===== src/fpg_pkg.sv =====
// Package with register offsets, field layouts and bus codes of the fast GPIO port.
package fpg_pkg;

  // ==========================================================================
  // Register space
  // ==========================================================================
  localparam int         PORT_WIDTH        = 16;
  localparam int         SLOT_COUNT        = 8;
  localparam logic [3:0] OFS_PORT_WAY      = 4'h0;
  localparam logic [3:0] OFS_PORT_VALUE    = 4'h2;
  localparam logic [3:0] OFS_PORT_CLAIM    = 4'h4;
  localparam logic [3:0] OFS_PORT_ZERO     = 4'h6;
  localparam logic [3:0] OFS_HOLE_LOW      = 4'h8;
  localparam logic [3:0] OFS_PORT_ONE      = 4'hA;
  localparam logic [3:0] OFS_HOLE_HIGH     = 4'hC;
  localparam logic [3:0] OFS_PORT_FLIP     = 4'hE;

  // ==========================================================================
  // Word slots, one for each two-byte field
  // ==========================================================================
  localparam logic [2:0] SLOT_WAY          = 3'h0;
  localparam logic [2:0] SLOT_VALUE        = 3'h1;
  localparam logic [2:0] SLOT_CLAIM        = 3'h2;
  localparam logic [2:0] SLOT_ZERO         = 3'h3;
  localparam logic [2:0] SLOT_HOLE_LOW     = 3'h4;
  localparam logic [2:0] SLOT_ONE          = 3'h5;
  localparam logic [2:0] SLOT_HOLE_HIGH    = 3'h6;
  localparam logic [2:0] SLOT_FLIP         = 3'h7;

  // ==========================================================================
  // Reset values
  // ==========================================================================
  localparam logic [15:0] RST_PORT_WAY     = 16'h0000;
  localparam logic [15:0] RST_PORT_VALUE   = 16'h0000;
  localparam logic [15:0] RST_PORT_CLAIM   = 16'h0000;
  localparam logic [31:0] RST_READ_DATA    = 32'h0000_0000;

  // ==========================================================================
  // Access sizes on the local bus
  // ==========================================================================
  localparam logic [1:0] SIZE_BYTE         = 2'h0;
  localparam logic [1:0] SIZE_WORD         = 2'h1;
  localparam logic [1:0] SIZE_LONG         = 2'h2;

  typedef enum logic [1:0] {FPG_IDLE, FPG_READ, FPG_WRITE} fpg_phase_t;

endpackage


===== src/fpg_pin_sync.sv =====
// Three-stage synchroniser for the port pin inputs.
`timescale 1ns/10ps

module fpg_pin_sync
(
  input  wire logic        clock,
  input  wire logic        srst,
  input  wire logic [15:0] pin_in,
  output logic      [15:0] level
);

  logic [15:0] meta_reg;
  logic [15:0] mid_reg;
  logic [15:0] late_reg;
  logic [15:0] level_reg;
  logic [15:0] level_next;

  // ==========================================================================
  // Filter
  // ==========================================================================
  // A bit only takes a new level once the second and third stages agree.
  always_comb
  begin
    level_next = level_reg;
    for (int i = 0; i < 16; i++)
    begin
      if (mid_reg[i] == late_reg[i])
      begin
        level_next[i] = late_reg[i];
      end
    end
  end

  always_ff @(posedge clock)
  begin
    if (srst)
    begin
      meta_reg  <= 16'h0000;
      mid_reg   <= 16'h0000;
      late_reg  <= 16'h0000;
      level_reg <= 16'h0000;
    end
    else
    begin
      meta_reg  <= pin_in;
      mid_reg   <= meta_reg;
      late_reg  <= mid_reg;
      level_reg <= level_next;
    end
  end

  assign level = level_reg;

endmodule


===== src/fpg_lane_reg.sv =====
// Sixteen-bit register with two byte-lane write strobes and synchronous clear.
`timescale 1ns/10ps

module fpg_lane_reg
(
  input  wire logic        clock,
  input  wire logic        srst,
  input  wire logic        wr_en,
  input  wire logic [1:0]  lane_mask,
  input  wire logic [15:0] wr_data,
  output logic      [15:0] q
);

  logic [15:0] q_reg;
  logic [15:0] q_next;
  logic [15:0] bit_mask;

  // ==========================================================================
  // Byte-lane merge
  // ==========================================================================
  always_comb
  begin
    bit_mask = {{8{lane_mask[1]}}, {8{lane_mask[0]}}};
    q_next   = q_reg;
    if (wr_en)
    begin
      q_next = (q_reg & ~bit_mask) | (wr_data & bit_mask);
    end
  end

  always_ff @(posedge clock)
  begin
    if (srst)
    begin
      q_reg <= 16'h0000;
    end
    else
    begin
      q_reg <= q_next;
    end
  end

  assign q = q_reg;

endmodule


===== src/fpg_port.sv =====
// Fast sixteen-bit GPIO port on the processor's two-stage pipelined local bus.
`timescale 1ns/10ps

// Functional notes
// Enabled pin: direction one drives, zero listens.
// Reset clears direction and data registers.
// Enabled output pin drives its data bit.
// Data read returns sampled enabled input levels.
// Disabled pin read data is undefined.
// Enable bit routes pin to this port.
// Reset clears all enables, port disabled.
// Clear alias: written zeros clear data.
// Set alias: written ones set data.
// Invert alias: written ones flip data.
// Alias reads return the data register.
// Every access completes without wait states.
// Software enables, sets direction, then data.
// Inputs sampled at read data-phase edge.
// Outputs change at write data-phase edge.
// Decode fixed offsets; holes alter nothing.
// Byte, word, longword; no mode check.
// Byte writes touch only their lane.
// Direct and alias writes share edge.
module fpg_port
(
  input  wire logic        clock,
  input  wire logic        srst,
  input  wire logic        bus_addr_valid,
  input  wire logic [3:0]  bus_addr,
  input  wire logic        bus_write,
  input  wire logic [1:0]  bus_size,
  input  wire logic [31:0] bus_wdata,
  output logic      [31:0] bus_rdata,
  output logic             bus_done,
  input  wire logic [15:0] pin_in,
  output logic      [15:0] pin_out,
  output logic      [15:0] pin_oe,
  output logic      [15:0] pin_claim
);

  // ==========================================================================
  // Decoding helpers
  // ==========================================================================
  // Byte enables on the big-endian lanes: offset 0 is bits 31..24.
  function automatic logic [3:0] lane_enables(input logic [1:0] size, input logic [1:0] ofs);
    logic [3:0] be;
    be = 4'h0;
    case (size)
      fpg_pkg::SIZE_BYTE: be = 4'h8 >> ofs;
      fpg_pkg::SIZE_WORD: be = ofs[1] ? 4'h3 : 4'hC;
      default:            be = 4'hF;
    endcase
    return be;
  endfunction

  function automatic logic [15:0] lane_bits(input logic [1:0] mask);
    return {{8{mask[1]}}, {8{mask[0]}}};
  endfunction

  // ==========================================================================
  // Pipeline phase
  // ==========================================================================
  fpg_pkg::fpg_phase_t phase_reg;
  fpg_pkg::fpg_phase_t phase_next;
  logic [3:0]          addr_reg;
  logic [3:0]          addr_next;
  logic [1:0]          size_reg;
  logic [1:0]          size_next;
  logic                done_reg;
  logic                done_next;

  // single data phase
  always_comb
  begin
    phase_next = fpg_pkg::FPG_IDLE;
    addr_next  = addr_reg;
    size_next  = size_reg;
    done_next  = 1'b0;
    if (bus_addr_valid)
    begin
      phase_next = bus_write ? fpg_pkg::FPG_WRITE : fpg_pkg::FPG_READ;
      addr_next  = bus_addr;
      size_next  = bus_size;
      done_next  = 1'b1;
    end
  end

  always_ff @(posedge clock)
  begin
    if (srst)
    begin
      phase_reg <= fpg_pkg::FPG_IDLE;
      addr_reg  <= 4'h0;
      size_reg  <= fpg_pkg::SIZE_LONG;
      done_reg  <= 1'b0;
    end
    else
    begin
      phase_reg <= phase_next;
      addr_reg  <= addr_next;
      size_reg  <= size_next;
      done_reg  <= done_next;
    end
  end

  // ==========================================================================
  // Write decode per two-byte slot
  // ==========================================================================
  logic [3:0]  wr_be;
  logic [7:0]  slot_hit;
  logic [1:0]  slot_mask [8];
  logic [15:0] slot_data [8];

  assign wr_be = lane_enables(size_reg, addr_reg[1:0]);

  // any size
  genvar gs;
  generate
    for (gs = 0; gs < fpg_pkg::SLOT_COUNT; gs++)
    begin : g_slot
      localparam logic [2:0] SLOT = 3'(gs);
      assign slot_mask[gs] = SLOT[0] ? wr_be[1:0] : wr_be[3:2];
      assign slot_data[gs] = SLOT[0] ? bus_wdata[15:0] : bus_wdata[31:16];
      assign slot_hit[gs]  = (phase_reg == fpg_pkg::FPG_WRITE) &&
                             (addr_reg[3:2] == SLOT[2:1]) && (|slot_mask[gs]);
    end
  endgenerate

  // ==========================================================================
  // Direction and enable registers
  // ==========================================================================
  logic [15:0] way_q;
  logic [15:0] claim_q;

  // direction cleared
  fpg_lane_reg u_way
  (
    .clock     (clock),
    .srst      (srst),
    .wr_en     (slot_hit[fpg_pkg::SLOT_WAY]),
    .lane_mask (slot_mask[fpg_pkg::SLOT_WAY]),
    .wr_data   (slot_data[fpg_pkg::SLOT_WAY]),
    .q         (way_q)
  );

  // enables cleared
  fpg_lane_reg u_claim
  (
    .clock     (clock),
    .srst      (srst),
    .wr_en     (slot_hit[fpg_pkg::SLOT_CLAIM]),
    .lane_mask (slot_mask[fpg_pkg::SLOT_CLAIM]),
    .wr_data   (slot_data[fpg_pkg::SLOT_CLAIM]),
    .q         (claim_q)
  );

  // ==========================================================================
  // Output data register and its aliases
  // ==========================================================================
  logic [15:0] value_reg;
  logic [15:0] value_next;
  logic [15:0] way_next;
  logic [15:0] claim_next;
  logic [15:0] out_reg;
  logic [15:0] oe_reg;
  logic [15:0] claim_out_reg;

  // holes alter nothing
  always_comb
  begin
    value_next = value_reg;
    // lane-limited merge
    if (slot_hit[fpg_pkg::SLOT_VALUE])
    begin
      value_next = (value_next & ~lane_bits(slot_mask[fpg_pkg::SLOT_VALUE])) |
                   (slot_data[fpg_pkg::SLOT_VALUE] & lane_bits(slot_mask[fpg_pkg::SLOT_VALUE]));
    end
    // clear on zeros
    if (slot_hit[fpg_pkg::SLOT_ZERO])
    begin
      value_next = value_next & (slot_data[fpg_pkg::SLOT_ZERO] |
                                 ~lane_bits(slot_mask[fpg_pkg::SLOT_ZERO]));
    end
    // set on ones
    if (slot_hit[fpg_pkg::SLOT_ONE])
    begin
      value_next = value_next | (slot_data[fpg_pkg::SLOT_ONE] &
                                 lane_bits(slot_mask[fpg_pkg::SLOT_ONE]));
    end
    // invert on ones
    if (slot_hit[fpg_pkg::SLOT_FLIP])
    begin
      value_next = value_next ^ (slot_data[fpg_pkg::SLOT_FLIP] &
                                 lane_bits(slot_mask[fpg_pkg::SLOT_FLIP]));
    end
  end

  // Pin registers are loaded from the same next values as the control registers.
  always_comb
  begin
    way_next = way_q;
    if (slot_hit[fpg_pkg::SLOT_WAY])
    begin
      way_next = (way_q & ~lane_bits(slot_mask[fpg_pkg::SLOT_WAY])) |
                 (slot_data[fpg_pkg::SLOT_WAY] & lane_bits(slot_mask[fpg_pkg::SLOT_WAY]));
    end
    claim_next = claim_q;
    if (slot_hit[fpg_pkg::SLOT_CLAIM])
    begin
      claim_next = (claim_q & ~lane_bits(slot_mask[fpg_pkg::SLOT_CLAIM])) |
                   (slot_data[fpg_pkg::SLOT_CLAIM] & lane_bits(slot_mask[fpg_pkg::SLOT_CLAIM]));
    end
  end

  // change at write edge
  // one edge for all
  always_ff @(posedge clock)
  begin
    if (srst)
    begin
      value_reg     <= fpg_pkg::RST_PORT_VALUE;
      out_reg       <= fpg_pkg::RST_PORT_VALUE;
      oe_reg        <= fpg_pkg::RST_PORT_WAY;
      claim_out_reg <= fpg_pkg::RST_PORT_CLAIM;
    end
    else
    begin
      value_reg     <= value_next;
      out_reg       <= value_next;
      oe_reg        <= way_next & claim_next;
      claim_out_reg <= claim_next;
    end
  end

  // ==========================================================================
  // Read path
  // ==========================================================================
  logic [15:0] pin_level;
  logic [15:0] value_view;
  logic [31:0] rdata_reg;
  logic [31:0] rdata_next;

  fpg_pin_sync u_sync
  (
    .clock  (clock),
    .srst   (srst),
    .pin_in (pin_in),
    .level  (pin_level)
  );

  // enabled inputs read the pin
  // disabled pins show the stored bit
  assign value_view = (claim_q & ~way_q & pin_level) | (~(claim_q & ~way_q) & value_reg);

  function automatic logic [15:0] slot_read(input logic [2:0] slot, input logic [15:0] way,
                                            input logic [15:0] view, input logic [15:0] claim);
    logic [15:0] w;
    w = way;
    case (slot)
      fpg_pkg::SLOT_VALUE: w = view;
      fpg_pkg::SLOT_CLAIM: w = claim;
      // alias reads data
      fpg_pkg::SLOT_ZERO:  w = view;
      fpg_pkg::SLOT_ONE:   w = view;
      fpg_pkg::SLOT_FLIP:  w = view;
      default:             w = way;
    endcase
    return w;
  endfunction

  // sample at read edge
  always_comb
  begin
    rdata_next = rdata_reg;
    if (bus_addr_valid && !bus_write)
    begin
      rdata_next = {slot_read({bus_addr[3:2], 1'b0}, way_q, value_view, claim_q),
                    slot_read({bus_addr[3:2], 1'b1}, way_q, value_view, claim_q)};
    end
  end

  always_ff @(posedge clock)
  begin
    if (srst)
    begin
      rdata_reg <= fpg_pkg::RST_READ_DATA;
    end
    else
    begin
      rdata_reg <= rdata_next;
    end
  end

  // direction with enable
  // drive data bit
  // routed pins
  assign pin_oe    = oe_reg;
  assign pin_out   = out_reg;
  assign pin_claim = claim_out_reg;
  assign bus_rdata = rdata_reg;
  assign bus_done  = done_reg;
endmodule


===== config.mk =====
export PLATFORM = sky130hd
export DESIGN_NAME = fpg_port
export DESIGN_NICKNAME = d
export VERILOG_FILES = /design/src/fpg_pkg.sv /design/src/fpg_pin_sync.sv /design/src/fpg_lane_reg.sv /design/src/fpg_port.sv
export SDC_FILE = /design/constraint.sdc
export NUM_CORES = 1
export LEC_CHECK = 0
export BUFFER_PORTS_ARGS = -buffer_cell sky130_fd_sc_hd__buf_2
export CAP_MARGIN = 20
export CORE_UTILIZATION = 49
export CTS_CLUSTER_SIZE = 8
export DETAILED_ROUTE_END_ITERATION = 12
export PLACE_DENSITY = 0.75
export SLEW_MARGIN = 5
export SYNTH_ARGS = -nofsm -noshare
export SYNTH_HDL_FRONTEND = slang
export SYNTH_SLANG_ARGS = --single-unit

===== constraint.sdc =====
create_clock -name clock -period 1.51 [get_ports clock]
set_clock_uncertainty 0.1 [all_clocks]
set_input_delay 0.302 -clock clock [delete_from_list [all_inputs] [get_ports clock]]
set_output_delay 0.302 -clock clock [all_outputs]
set_load 0.02 [all_outputs]

==> summary.md <==
| Metric | Value |
|---|---|
| # setup viols final | 3 |
| Clk_lat worst skew | 0.43 ns |
| Max Slew Vio Count | 0 |
| RSZ-0062 raised after global routing | true |
| CP endpoint kind | flip-flop |
| Fin crit share | 102% |
| DIE WIDTH | 120 µm |
| Mapped Cells | 754 |
| WL/cell | 16.5 µm |
| Setup WS pre-CTS | -0.0942 ns |
| Fmax | 0.650 GHz |
| Clock root cell | clkbuf_16 |
| Critical Path, Cell by Cell | nor3b_2, buf_4, nor3_4, buf_4, nand4b_1, a31oi_1 |
| Type of the worst setup path | flip-flop to flip-flop |
| Total congestion overflow | 0 |
| Layout fillers | 1078 |
| EDFF count, synth | 0 |
| Largest net degree at the start of global routing | 64 |
| Initial antenna violation count | 2 |
| Critical-path top delay cell | dfxtp_4 |
| DRT iter0 DRCs | 621 |
| Top post-synthesis cells by area | dfxtp_1 49%, mux2i_1 7.8%, nor2b_1 6.8% |
| Worst vdd ir | 0.808 mV |
| Top cell type's share of synthesized area | 49.5% |
| DRC | 0 |
| Max FFs per register | 32 |
| Syn nets | 812 |
| First-pass GRT wire length | 27.7 mm |
| CTS tree | done |
| Vias in the first global route | 5528 |
| FFs w/ async S/R, synth | 0% |
| TritonCTS Buffers | 17 |
| Final Worst Setup Slack | -0.0289 ns |
| Most frequent CP cell | buf_4 |
| DRT Wirelength | 18.5 mm |
| Final Hold Fails | 0 |
| Hold Slack | 0.0117 ns |
| Drt pass-1 iters | 5 |
| Row cnt | 42 |
| Max cap viols | 0 |
| Initial Util | 50.9% |
| Die area | 14400 µm² |
| CP max FO | 5 |
| Post-synthesis register bit count | 169 |
| Vias/cell | 5.56 |
| RePlAce Congestion | 0.817 |
| CP required | 1.74 ns |
| Power Dens Cells | 1120 nW/µm² |
| CP arrival | 1.77 ns |
| Max_slew headroom | 75.0% |
| Worst-Margin Slew | 0.374 ns |
| Fin crit period | 1.54 ns |
| Slowest stage delay, CP | 0.36 ns |
| P_leak | 3.73 nW |
| Sequential area share after synthesis | 49.5% |
| Clk sinks | 169 |
| Syn Std Cell Area | 6840 µm² |
| Clock tree buffer depth | 2 |
| Critical Path Start Type | flip-flop |
| Area Overhead vs Synth | 31.9% |
| Die Span Y | 120 µm |
| Post-synthesis average cell area | 9.07 µm² |
| Synth area leader | dfxtp_1 |
| Routed via count | 6217 |
| Synth warn | 0 |
| Share of layout cells above drive strength 1 | 28.4% |
| Post-DP HPWL | 12.1 mm |
| Final net count | 985 |
| Clk slew on worst S/H paths | 0.06 ns |
| Io pins | 139 |
| Hold Path Class | input port to flip-flop |
| Core Box Area | 13500 µm² |
| Routed Antenna Nets | 0 |
| Distinct cell type count after synthesis | 43 |
| H-Tree Depth | 4 |
| Main synth FF type | dfxtp_1 |
| # port buffers | 138 |
| Total GRT Usage | 24.8% |
| Status | finished with violations |
| Failing checks | negative setup slack |
metrics by stage:
stage          power (W)  TNS, ns  utilization, %  instances  instance area [µm²]
2_1_floorplan    0.00538        0               -        754                 6840
3_3_place_gp     0.00578   -0.486            59.4       1061                 7990
3_5_place_dp     0.00580    -1.06            59.4       1061                 7990
4_1_cts           0.0101  -0.0149            65.1       1109                 8760
5_1_grt           0.0105   -0.816            67.1       1118                 9020
6_report          0.0101  -0.0496            67.1       1118                 9020
cell type report:
type	count	area [µm²]	area share, %
inverter	5	18.8	0.208
tap	176	220	2.44
sequential	169	3410	37.8
clock inverter	13	145	1.61
timing repair buffer	204	1420	15.7
multi-input combinational	530	3360	37.2
antenna	2	5.00	0.0555
clock buffer	19	443	4.91
worst max-delay path: cells and delay by family, from the launching register on:
kind            cells  cell delay, ns
simple gates        3            0.43
compound gates      1            0.24
buf+inv             2            0.32
flops               1            0.36
placed cells by master, fill, tap and decap left out, types with 3 or more instances in the layout:
cell type,count
nand2_1,75
a32oi_1,6
a211oi_1,32
dfxtp_1,152
o211ai_1,10
nand4b_1,8
nand4_1,23
dfxtp_2,13
nand2b_1,17
o21ai_1,7
clkinv_4,4
a41oi_1,5
buf_2,137
dfxtp_4,4
a31oi_1,24
buf_4,35
mux2i_1,53
nand3_1,30
clkinvlp_4,3
o21ai_0,32
clkbuf_16,20
buf_12,10
nor2b_1,72
or3_1,8
and3_1,8
a21oi_1,33
dlygate4sd3_1,14
nor2_1,54
buf_6,5
a41oi_2,3
o21ai_2,4
synth_stat cells (9+ instances only):
cell type / count
dfxtp_1: 169
nand2_1: 75
nor2b_1: 74
nor2_1: 54
mux2i_1: 53
a21oi_1: 33
a211oi_1: 32
nand3_1: 32
o21ai_0: 32
a31oi_1: 24
clkbuf_1: 23
nand4_1: 23
nand2b_1: 19
buf_2: 18
o21ai_1: 11
o211ai_1: 10
or3_1: 9
what timing repair did:
action | in CTS | in global routing
setup buffers | 2 | 3
hold buffers | 14 | 0
hold endpoints to repair | 14 | 0
resized for setup | 10 | 41
setup endpoints to repair | 35 | 55
cloned | 0 | 4
pin swaps | 3 | 19
final timing paths:
check | start | to | slack, ns | cells past startpoint
setup / recovery | addr_reg[0]$_SDFFE_PP0P_ | pin_out[15]$_SDFF_PP0_ | -0.03 | 6
hold / removal | pin_in[12] | u_sync.meta_reg[12]$_SDFF_PP0_ | 0.01 | 2
setup reg to reg | addr_reg[0]$_SDFFE_PP0P_ | pin_out[15]$_SDFF_PP0_ | -0.03 | 6
hold reg to reg | u_sync.meta_reg[13]$_SDFF_PP0_ | u_sync.mid_reg[13]$_SDFF_PP0_ | 0.33 | 1
report_power, final:
group / internal (W) / switching [W]
sequential: 0.00462 / 0.000139
combinational: 0.000462 / 0.000600
clock: 0.00249 / 0.00182
kinds of logic after synthesis:
group / synth area share (%)
multiplexers: 7.75
flip-flops: 49.5
AND/OR/NAND/NOR: 23.9
AO/OA/AOI/OAI: 15.4
buffers and inverters: 3.51
routing by layer:
metal / global-route usage (%) / part of all wire [%]
met3: 5.28 / 6.0
met5: 0 / 0
met2: 39.8 / 47
met1: 31.0 / 43
met4: 13.2 / 3.5
Power figures use the tool's default switching activity.
